$ cat src/timer16_pkg.sv
/*
 Constants and carrier types of the 16-bit timer/counter with input capture.
 Assumes an 8-bit CPU I/O port with single-cycle read and write strobes.
*/
// Operation
// - High byte goes through shared holding register
// - CPU counter write beats clear or count
// - Clock select zero stops the counter
// - Counter accessible whether ticking or not
// - Clear, increment or decrement per tick
// - Four waveform bits choose counting sequence
// - Overflow flag set per mode, raises interrupt
// - Count, direction, clear, top, zero controls
// - Clock select picks internal or external tick
// - Capture from pin or comparator output
// - Matching edge copies count into capture outside capture-top modes
// - Capture flag set with the copy
// - Enabled capture flag raises interrupt request
// - Flag cleared by service or writing one
// - Capture low read loads holding register
// - Capture writes only in capture-top modes
// - Holding register survives low-byte writes
// - One holding register for both 16-bit registers
// - Low write loads both bytes together
package timer16_pkg;

   // Register addresses on the I/O port
   localparam logic [5:0] ADDR_CTRL_A = 6'h00;
   localparam logic [5:0] ADDR_CTRL_B = 6'h01;
   localparam logic [5:0] ADDR_CNT_L  = 6'h04;
   localparam logic [5:0] ADDR_CNT_H  = 6'h05;
   localparam logic [5:0] ADDR_CAP_L  = 6'h06;
   localparam logic [5:0] ADDR_CAP_H  = 6'h07;
   localparam logic [5:0] ADDR_FLAGS  = 6'h08;
   localparam logic [5:0] ADDR_MASK   = 6'h09;

   // Field positions
   localparam int CTRLB_WGM_LO = 3;    // Waveform bits 3:2 sit at control B 4:3
   localparam int CTRLB_EDGE   = 6;    // Capture edge select, 1 = rising
   localparam int FLAG_OVF     = 0;
   localparam int FLAG_CAP     = 5;

   // Reset values
   localparam logic [7:0]  BYTE_RST = 8'h00;
   localparam logic [15:0] CNT_RST  = 16'h0000;
   localparam logic [9:0]  PRE_RST  = 10'h000;

   // Count values
   localparam logic [15:0] CNT_ZERO = 16'h0000;
   localparam logic [15:0] CNT_MAX  = 16'hFFFF;
   localparam logic [15:0] TOP_8    = 16'h00FF;
   localparam logic [15:0] TOP_9    = 16'h01FF;
   localparam logic [15:0] TOP_10   = 16'h03FF;

   // Waveform mode sets, one bit per mode number
   localparam logic [15:0] ICR_TOP_MODES = 16'h5500;
   localparam logic [15:0] DUAL_MODES    = 16'h0F0E;
   localparam logic [15:0] CTC_MODES     = 16'h1010;
   localparam logic [15:0] TOP8_MODES    = 16'h0022;
   localparam logic [15:0] TOP9_MODES    = 16'h0044;
   localparam logic [15:0] TOP10_MODES   = 16'h0088;

   // Clock select codes
   localparam logic [2:0] CS_STOP     = 3'h0;
   localparam logic [2:0] CS_DIV1     = 3'h1;
   localparam logic [2:0] CS_DIV8     = 3'h2;
   localparam logic [2:0] CS_DIV64    = 3'h3;
   localparam logic [2:0] CS_DIV256   = 3'h4;
   localparam logic [2:0] CS_DIV1024  = 3'h5;
   localparam logic [2:0] CS_EXT_FALL = 3'h6;
   localparam logic [2:0] CS_EXT_RISE = 3'h7;

   // Prescaler tap masks
   localparam logic [9:0] PRE_MASK_8    = 10'h007;
   localparam logic [9:0] PRE_MASK_64   = 10'h03F;
   localparam logic [9:0] PRE_MASK_256  = 10'h0FF;
   localparam logic [9:0] PRE_MASK_1024 = 10'h3FF;

   // One I/O port request
   typedef struct packed {
      logic       rd;
      logic       wr;
      logic [5:0] addr;
      logic [7:0] wdata;
   } io_req_s;

endpackage
$ cat src/timer16_counter_capture.sv
/*
 16-bit timer/counter with input capture behind an 8-bit CPU I/O port.
 Assumes pins and comparator output are asynchronous, CPU strobes are
 synchronous to clk_sys and software orders its byte accesses itself.
*/
`timescale 1ns/1ns
module timer16_counter_capture
   import timer16_pkg::*;
(
   input  wire logic       clk_sys,
   input  wire logic       sys_rst,
   input  io_req_s         ioReq,
   output logic [7:0]      ioRdata,
   input  wire logic       captureInPin,
   input  wire logic       comparatorOutput,
   input  wire logic       captureSourceSel,
   input  wire logic       extClockPin,
   input  wire logic       ovfIrqAck,
   input  wire logic       capIrqAck,
   output logic            ovfIrq,
   output logic            capIrq
);

   logic [7:0]  ctrlA_q;
   logic [7:0]  ctrlB_q;
   logic [7:0]  mask_q;
   logic [7:0]  temp_q;
   logic [7:0]  rdata_q;
   logic [15:0] cnt_q;
   logic [15:0] cnt_d;
   logic [15:0] icr_q;
   logic [15:0] topValue;
   logic [9:0]  presc_q;
   logic        down_q;
   logic        down_d;
   logic        ovfFlag_q;
   logic        capFlag_q;
   logic        extSync1_q;
   logic        extSync2_q;
   logic        extLast_q;
   logic        pinSync1_q;
   logic        pinSync2_q;
   logic        cmpSync1_q;
   logic        cmpSync2_q;
   logic        capLast_q;
   logic        tick;
   logic [7:0]  readMux;

   // Port decode
   wire         wrCntL   = ioReq.wr && (ioReq.addr == ADDR_CNT_L);
   wire         wrCapL   = ioReq.wr && (ioReq.addr == ADDR_CAP_L);
   wire         wrHigh   = ioReq.wr && ((ioReq.addr == ADDR_CNT_H) ||
                                        (ioReq.addr == ADDR_CAP_H));
   wire         wrCtrlA  = ioReq.wr && (ioReq.addr == ADDR_CTRL_A);
   wire         wrCtrlB  = ioReq.wr && (ioReq.addr == ADDR_CTRL_B);
   wire         wrFlags  = ioReq.wr && (ioReq.addr == ADDR_FLAGS);
   wire         wrMask   = ioReq.wr && (ioReq.addr == ADDR_MASK);
   wire         rdCntL   = ioReq.rd && (ioReq.addr == ADDR_CNT_L);
   wire         rdCapL   = ioReq.rd && (ioReq.addr == ADDR_CAP_L);

   // Mode decode from bits split over both control registers
   wire [3:0]   waveMode  = {ctrlB_q[CTRLB_WGM_LO+1:CTRLB_WGM_LO], ctrlA_q[1:0]};
   wire [2:0]   clockSel  = ctrlB_q[2:0];
   wire         icrTop    = ICR_TOP_MODES[waveMode];
   wire         dualSlope = DUAL_MODES[waveMode];
   wire         ctcMode   = CTC_MODES[waveMode];

   // Top of the count sequence
   always_comb begin
      if (icrTop) begin
         topValue = icr_q;
      end else if (TOP8_MODES[waveMode]) begin
         topValue = TOP_8;
      end else if (TOP9_MODES[waveMode]) begin
         topValue = TOP_9;
      end else if (TOP10_MODES[waveMode]) begin
         topValue = TOP_10;
      end else begin
         topValue = CNT_MAX;
      end
   end

   // Counter datapath controls and indications
   wire         atTop     = (cnt_q == topValue);
   wire         atZero    = (cnt_q == CNT_ZERO);
   wire         countEn   = tick;
   wire         clearCnt  = !dualSlope && atTop;
   wire         countDown = dualSlope && (atTop || (down_q && !atZero));
   wire         ovfPoint  = dualSlope ? (atZero && down_q)
                                      : (atTop && (!ctcMode || cnt_q == CNT_MAX));
   wire         ovfSet    = countEn && !wrCntL && ovfPoint;

   // External clock pin synchroniser and edge detect
   wire         extRise   = extSync2_q && !extLast_q;
   wire         extFall   = !extSync2_q && extLast_q;

   // Timer tick from prescaler tap or external edge
   always_comb begin
      case (clockSel)
         CS_STOP:     tick = 1'b0;
         CS_DIV1:     tick = 1'b1;
         CS_DIV8:     tick = (presc_q & PRE_MASK_8) == PRE_MASK_8;
         CS_DIV64:    tick = (presc_q & PRE_MASK_64) == PRE_MASK_64;
         CS_DIV256:   tick = (presc_q & PRE_MASK_256) == PRE_MASK_256;
         CS_DIV1024:  tick = (presc_q & PRE_MASK_1024) == PRE_MASK_1024;
         CS_EXT_FALL: tick = extFall;
         CS_EXT_RISE: tick = extRise;
         default:     tick = 1'b0;
      endcase
   end

   // Capture source select and edge qualification
   wire         capSel   = captureSourceSel ? cmpSync2_q : pinSync2_q;
   wire         edgeRise = ctrlB_q[CTRLB_EDGE];
   wire         capTrig  = !icrTop && (capSel != capLast_q) && (capSel == edgeRise);

   // Next counter value: CPU write first, then clear or step
   always_comb begin
      cnt_d  = cnt_q;
      down_d = down_q;
      if (wrCntL) begin
         cnt_d = {temp_q, ioReq.wdata};
      end else if (countEn) begin
         down_d = countDown;
         if (clearCnt) begin
            cnt_d = CNT_ZERO;
         end else if (countDown) begin
            cnt_d = cnt_q - 16'h0001;
         end else begin
            cnt_d = cnt_q + 16'h0001;
         end
      end
   end

   // Read data selection; high locations return the holding register
   always_comb begin
      readMux = BYTE_RST;
      case (ioReq.addr)
         ADDR_CTRL_A: readMux = ctrlA_q;
         ADDR_CTRL_B: readMux = ctrlB_q;
         ADDR_CNT_L:  readMux = cnt_q[7:0];
         ADDR_CNT_H:  readMux = temp_q;
         ADDR_CAP_L:  readMux = icr_q[7:0];
         ADDR_CAP_H:  readMux = temp_q;
         ADDR_FLAGS: begin
            readMux[FLAG_OVF] = ovfFlag_q;
            readMux[FLAG_CAP] = capFlag_q;
         end
         ADDR_MASK:   readMux = mask_q;
         default:     readMux = BYTE_RST;
      endcase
   end

   // Pin synchronisers and edge history
   always_ff @(posedge clk_sys) begin
      if (sys_rst) begin
         extSync1_q <= 1'b0;
         extSync2_q <= 1'b0;
         extLast_q  <= 1'b0;
         pinSync1_q <= 1'b0;
         pinSync2_q <= 1'b0;
         cmpSync1_q <= 1'b0;
         cmpSync2_q <= 1'b0;
         capLast_q  <= 1'b0;
      end else begin
         extSync1_q <= extClockPin;
         extSync2_q <= extSync1_q;
         extLast_q  <= extSync2_q;
         pinSync1_q <= captureInPin;
         pinSync2_q <= pinSync1_q;
         cmpSync1_q <= comparatorOutput;
         cmpSync2_q <= cmpSync1_q;
         capLast_q  <= capSel;
      end
   end

   // Prescaler runs only while a clock source is selected
   always_ff @(posedge clk_sys) begin
      if (sys_rst || clockSel == CS_STOP) begin
         presc_q <= PRE_RST;
      end else begin
         presc_q <= presc_q + 10'h001;
      end
   end

   // Control registers
   always_ff @(posedge clk_sys) begin
      if (sys_rst) begin
         ctrlA_q <= BYTE_RST;
         ctrlB_q <= BYTE_RST;
         mask_q  <= BYTE_RST;
      end else begin
         if (wrCtrlA) ctrlA_q <= ioReq.wdata;
         if (wrCtrlB) ctrlB_q <= ioReq.wdata;
         if (wrMask)  mask_q  <= ioReq.wdata;
      end
   end

   // Counter and direction
   always_ff @(posedge clk_sys) begin
      if (sys_rst) begin
         cnt_q  <= CNT_RST;
         down_q <= 1'b0;
      end else begin
         cnt_q  <= cnt_d;
         down_q <= down_d;
      end
   end

   // Shared holding register for every upper byte
   always_ff @(posedge clk_sys) begin
      if (sys_rst) begin
         temp_q <= BYTE_RST;
      end else if (wrHigh) begin
         temp_q <= ioReq.wdata;
      end else if (rdCntL) begin
         temp_q <= cnt_q[15:8];
      end else if (rdCapL) begin
         temp_q <= icr_q[15:8];
      end
   end

   // Capture register: CPU write only in capture-top modes
   always_ff @(posedge clk_sys) begin
      if (sys_rst) begin
         icr_q <= CNT_RST;
      end else if (wrCapL && icrTop) begin
         icr_q <= {temp_q, ioReq.wdata};
      end else if (capTrig) begin
         icr_q <= cnt_q;
      end
   end

   // Flags: a set in the same cycle as a clear wins
   always_ff @(posedge clk_sys) begin
      if (sys_rst) begin
         ovfFlag_q <= 1'b0;
         capFlag_q <= 1'b0;
      end else begin
         ovfFlag_q <= ovfSet || (ovfFlag_q &&
                      !(ovfIrqAck || (wrFlags && ioReq.wdata[FLAG_OVF])));
         capFlag_q <= capTrig || (capFlag_q &&
                      !(capIrqAck || (wrFlags && ioReq.wdata[FLAG_CAP])));
      end
   end

   // Registered read data
   always_ff @(posedge clk_sys) begin
      if (sys_rst) begin
         rdata_q <= BYTE_RST;
      end else if (ioReq.rd) begin
         rdata_q <= readMux;
      end
   end

   // Outputs
   assign ioRdata = rdata_q;
   assign ovfIrq  = ovfFlag_q && mask_q[FLAG_OVF];
   assign capIrq  = capFlag_q && mask_q[FLAG_CAP];

   // Checks
   cntWrite_a: assert property (@(posedge clk_sys) disable iff (sys_rst)
      wrCntL |=> cnt_q == {$past(temp_q), $past(ioReq.wdata)})
      else $error("counter write lost or mixed with count");
   stopHold_a: assert property (@(posedge clk_sys) disable iff (sys_rst)
      (clockSel == CS_STOP && !wrCntL) |=> $stable(cnt_q))
      else $error("stopped counter changed");
   lowReadTemp_a: assert property (@(posedge clk_sys) disable iff (sys_rst)
      (rdCntL && !wrHigh) |=> temp_q == $past(cnt_q[15:8]))
      else $error("counter low read did not load holding byte");
   normalStep_a: assert property (@(posedge clk_sys) disable iff (sys_rst)
      (waveMode == 4'h0 && tick && !wrCntL && cnt_q != CNT_MAX)
      |=> cnt_q == $past(cnt_q) + 16'h0001)
      else $error("normal mode did not increment");
   ovfSet_a: assert property (@(posedge clk_sys) disable iff (sys_rst)
      (waveMode == 4'h0 && tick && !wrCntL && cnt_q == CNT_MAX)
      |=> ovfFlag_q && cnt_q == CNT_ZERO)
      else $error("overflow not flagged at wrap");
   topClear_a: assert property (@(posedge clk_sys) disable iff (sys_rst)
      (!dualSlope && tick && !wrCntL && atTop) |=> cnt_q == CNT_ZERO)
      else $error("single slope count not cleared at top");
   dualTurn_a: assert property (@(posedge clk_sys) disable iff (sys_rst)
      (dualSlope && tick && !wrCntL && atTop) |=> cnt_q == $past(cnt_q) - 16'h0001)
      else $error("dual slope count did not turn down at top");
   capCopy_a: assert property (@(posedge clk_sys) disable iff (sys_rst)
      capTrig |=> (icr_q == $past(cnt_q)) && capFlag_q)
      else $error("capture copy or flag missing");
   capIrq_a: assert property (@(posedge clk_sys) disable iff (sys_rst)
      (capTrig && mask_q[FLAG_CAP] && !wrMask) |=> capIrq)
      else $error("capture interrupt not raised");
   capClear_a: assert property (@(posedge clk_sys) disable iff (sys_rst)
      (capIrqAck && !capTrig) |=> !capFlag_q)
      else $error("capture flag not cleared on service");
   capWrIgnore_a: assert property (@(posedge clk_sys) disable iff (sys_rst)
      (wrCapL && !icrTop && !capTrig) |=> $stable(icr_q))
      else $error("capture write accepted in wrong mode");
   tempKeep_a: assert property (@(posedge clk_sys) disable iff (sys_rst)
      (wrCntL || wrCapL) |=> $stable(temp_q))
      else $error("holding byte changed by low write");
   highRead_a: assert property (@(posedge clk_sys) disable iff (sys_rst)
      (ioReq.rd && ioReq.addr == ADDR_CAP_H) |=> ioRdata == $past(temp_q))
      else $error("capture high read not from holding byte");

endmodule

$ cat config.mk
export PLATFORM = sky130hd
export DESIGN_NAME = timer16_counter_capture
export DESIGN_NICKNAME = d
export VERILOG_FILES = /design/src/timer16_pkg.sv /design/src/timer16_counter_capture.sv
export SDC_FILE = /design/constraint.sdc
export NUM_CORES = 1
export LEC_CHECK = 0
export BUFFER_PORTS_ARGS = -buffer_cell sky130_fd_sc_hd__buf_2
export CORE_MARGIN = 4
export CORE_UTILIZATION = 60
export DETAILED_ROUTE_END_ITERATION = 6
export GPL_TIMING_DRIVEN = 0
export HOLD_SLACK_MARGIN = 0.03
export PLACE_DENSITY = 0.79
export SYNTH_ARGS = -nofsm -noshare
export SYNTH_HDL_FRONTEND = slang
export SYNTH_SLANG_ARGS = --single-unit
$ cat constraint.sdc
create_clock -name clk_sys -period 11.7 [get_ports clk_sys]
set_input_delay 3.51 -clock clk_sys [delete_from_list [all_inputs] [get_ports clk_sys]]
set_output_delay 3.51 -clock clk_sys [all_outputs]
set_load 0.01 [all_outputs]
==> flow_summary.ini <==
[setup_path]
critPathBufInv = 3
worstReg2RegEnd = cnt_q[15]
critPathKind = primary input to flop
r2r_start = cnt_q[0]
reg2regPathDepth = 16
arrival_ps = 5580
crit_required_ps = 11930
endpoint_kind = flop
max_stage_delay_ps = 750
crit_family = simple AND/OR/NAND/NOR gates
path_cells = buf_2 -> nor4_1 -> and3_1 -> clkbuf_1 -> buf_2 -> nand2_1 -> nand2_1 -> a21oi_1
start_kind = primary input
critPathSlowestCell = nor4_1
path_max_fanout = 10
r2r_slack_ps = 7280

[pwr]
p_leak_nw = 2.31
p_int_uw = 418
power.density_nw_per_um2 = 95.9
ir_worst_vdd_uv = 69.9
p_comb_share_pct = 6.3
p_seq_share_pct = 56.4
switching_share_pct = 26.6
power_frac_clock_pct = 37.3
switchingPower_uw = 151

[clocking]
cts_hold_buffers = 0
clkTransAtPathRegs_ps = 100
cts-root-buf = clkbuf_8
cts_buffers = 9
cts_resized = 0
postCtsSetupBuffers = 0
cts_max_level = 3
clkSinkCount = 93
clockBufferDepth = 2
tritoncts = built
clock_latency_ps = 370

[routing]
drt-initial-drc-count = 366
avgViaCountPerCell = 6.38
post-route-drc-count = 0
drt-pass1-iter-count = 5
top_layer = met4
routed-wl-met3_um = 1320
routed_wl_um = 15900
wl_met1_um = 6790
vias = 5139
drt-wirelength-per-cell_um = 19.7
met2WireLength_um = 7310
ant_nets = 0

[timing]
holdWs_ps = 449
final_max_slew_viol_count = 0
relSlewSlack_pct = 24.9
period_share_pct = 45.7
timing.setup.tns_ps = 0
grt_setup_unrepaired = no
setup_violations = 0
tightest_slew_ps = 1120
fin_crit_ps = 5350
hold_viol_final = 0
max_clock_freq_mhz = 187
clock_skew_ps = 14.0

[worst_hold_path]
hold_start = extSync1_q
hold_class = flop to flop
holdPathEnd = extSync2_q
hold_path_depth = 1

[status]
status = complete, no violations

[die]
fp.dieW_um = 103
boundaryPins = 34
initial_core_util_pct = 62.1
coreArea_um2 = 8760
num_rows = 34
fp.dieH_um = 103
dieArea_um2 = 10700

[synth]
syn_avg_cell_area_um2 = 8.36
synth_nets = 692
yosysTopAreaCell = dfxtp_1
synthTopCellsByArea = dfxtp_1 34%, mux2i_1 6.1%, nor2_1 5.2%
async_reset_ff_share_pct = 0
synth_top_area_share_pct = 34.2
yosysWarnings = 0
synth_cell_types = 61
synth_edf_count = 0
synth_area_um2 = 5450
seq_area_frac_synth_pct = 34.2
synthFlopType = dfxtp_1
syn_inst = 651
ys_ff_latch = 93

[cells_and_area]
fillers = 760
finalNetCount = 734
drive_above_1_share_pct = 14.2
area_delta_synth_final_pct = 8.94
post-route-util_pct = 67.7
antenna_cells = 0

[global_route]
overflow = 0
grt_max_degree = 18
first_global_vias = 4826
gr-usage-all-layers_pct = 30.8
antenna_found_initial = 0
grt_pass1_wl_um = 25100

[placement]
dp.final_hpwl_um = 11700
portBuffers = 31
gp_congestion = 0.963

[run]
cap_violations = 0
-- synth_stat cells (all sizes together), types with 4 or more instances --
cell     n
a211oi  24
a21o     4
a21oi   54
a221oi   6
a22oi   16
a31oi   13
and2     4
and3    11
buf     18
clkbuf  27
dfxtp   93
ha      16
inv     10
mux2    23
mux2i   33
nand2   69
nand2b   4
nand3   30
nand4    4
nor2    76
nor2b   10
nor3     7
nor4     9
nor4bb   4
o21a     4
o21ai   11
o22ai    7
o31ai    4
xnor2   21
xor2     7
-- stage by stage --
step                      power [mW]  cells  worst slack [ps]  area [um2]
final                          0.569    806              6350        5930
after global routing           0.587    806              6200        5930
after CTS                      0.570    806              6410        5930
after detailed placement       0.363    790              6030        5740
after global placement         0.362    790              6070        5740
after floorplan                0.346    651              6650        5450
-- worst max-delay path by stage --
stage                    from         end  slack (ps)  cells after the start
finish               ioReq[9]   mask_q[0]        6350                      8
global route         ioReq[8]   temp_q[6]        6200                      6
CTS                  ioReq[9]   mask_q[0]        6410                      8
detailed placement   ioReq[9]   mask_q[2]        6030                      8
global placement    ioReq[11]   cnt_q[13]        6070                      9
floorplan            ioReq[9]  ctrlA_q[3]        6650                      7
-- logic make-up (layout without fill, tap and decap cells) --
family	count (synthesis)	in the layout	share of synthesized area, %
simple gates	240	240	21.4
compound gates	159	159	19.4
flops	93	93	34.2
mux	58	58	11.6
buf+inv	56	103	4.76
xor+xnor	28	28	4.50
fa+ha+maj	17	17	4.04
-- registers in the layout (all words and copies together) (netlist names), 8 cells and up --
register and cells:
presc_q 10, icr_q 16, mask_q 8, ctrlB_q 8, temp_q 8, cnt_q 16
ctrlA_q 8, ioRdata 8
-- per-layer routing --
layer | GRT usage (%) | vias to the layer above
met5 | 0 | -
met4 | 12.9 | 0
met3 | 5.90 | 49
met2 | 49.3 | 220
met1 | 40.7 | 2427
li1 | - | 2443
-- layout by cell type (no fill, tap or decap), types with 11 or more instances in the layout --
| cell | instances |
|---|---|
| dfxtp_1 | 93 |
| nor2_1 | 76 |
| nand2_1 | 69 |
| a21oi_1 | 53 |
| buf_2 | 40 |
| mux2i_1 | 33 |
| nand3_1 | 30 |
| clkbuf_1 | 27 |
| a211oi_1 | 24 |
| mux2_2 | 23 |
| xnor2_1 | 21 |
| a22oi_1 | 16 |
| ha_1 | 16 |
| a31oi_1 | 13 |
| and3_1 | 11 |
-- final cells by class --
type / count / area, um2 / share of cell area, %
well taps: 108 / 135 / 2.28
repair buffers: 31 / 155 / 2.62
clock inverters: 6 / 55.1 / 0.928
flip-flops and latches: 93 / 1860 / 31.4
plain buffers: 45 / 218 / 3.67
multi-input cells: 502 / 3330 / 56.1
clock buffers: 10 / 138 / 2.32
inverters: 11 / 41.3 / 0.696
-- worst reg2reg max path: cells and delay by family (launching register included) --
kind | cells | cell delay [ps]
AO/OA/AOI/OAI | 10 | 2400
flip-flops | 1 | 370
adder cells (fa/ha/maj) | 1 | 370
AND/OR/NAND/NOR | 4 | 860
buffers and inverters | 1 | 240
-- power by group through the flow --
| stage | Combinational, mW | Sequential (mW) | Clock [mW] |
|---|---|---|---|
| 2_1_floorplan | 0.0182 | 0.328 | 0 |
| 3_3_place_gp | 0.0342 | 0.328 | 0 |
| 3_5_place_dp | 0.0348 | 0.328 | 0 |
| 4_1_cts | 0.0348 | 0.321 | 0.214 |
| 5_1_grt | 0.0378 | 0.322 | 0.228 |
| 6_report | 0.0356 | 0.321 | 0.212 |
Power figures use the tool's default switching activity.
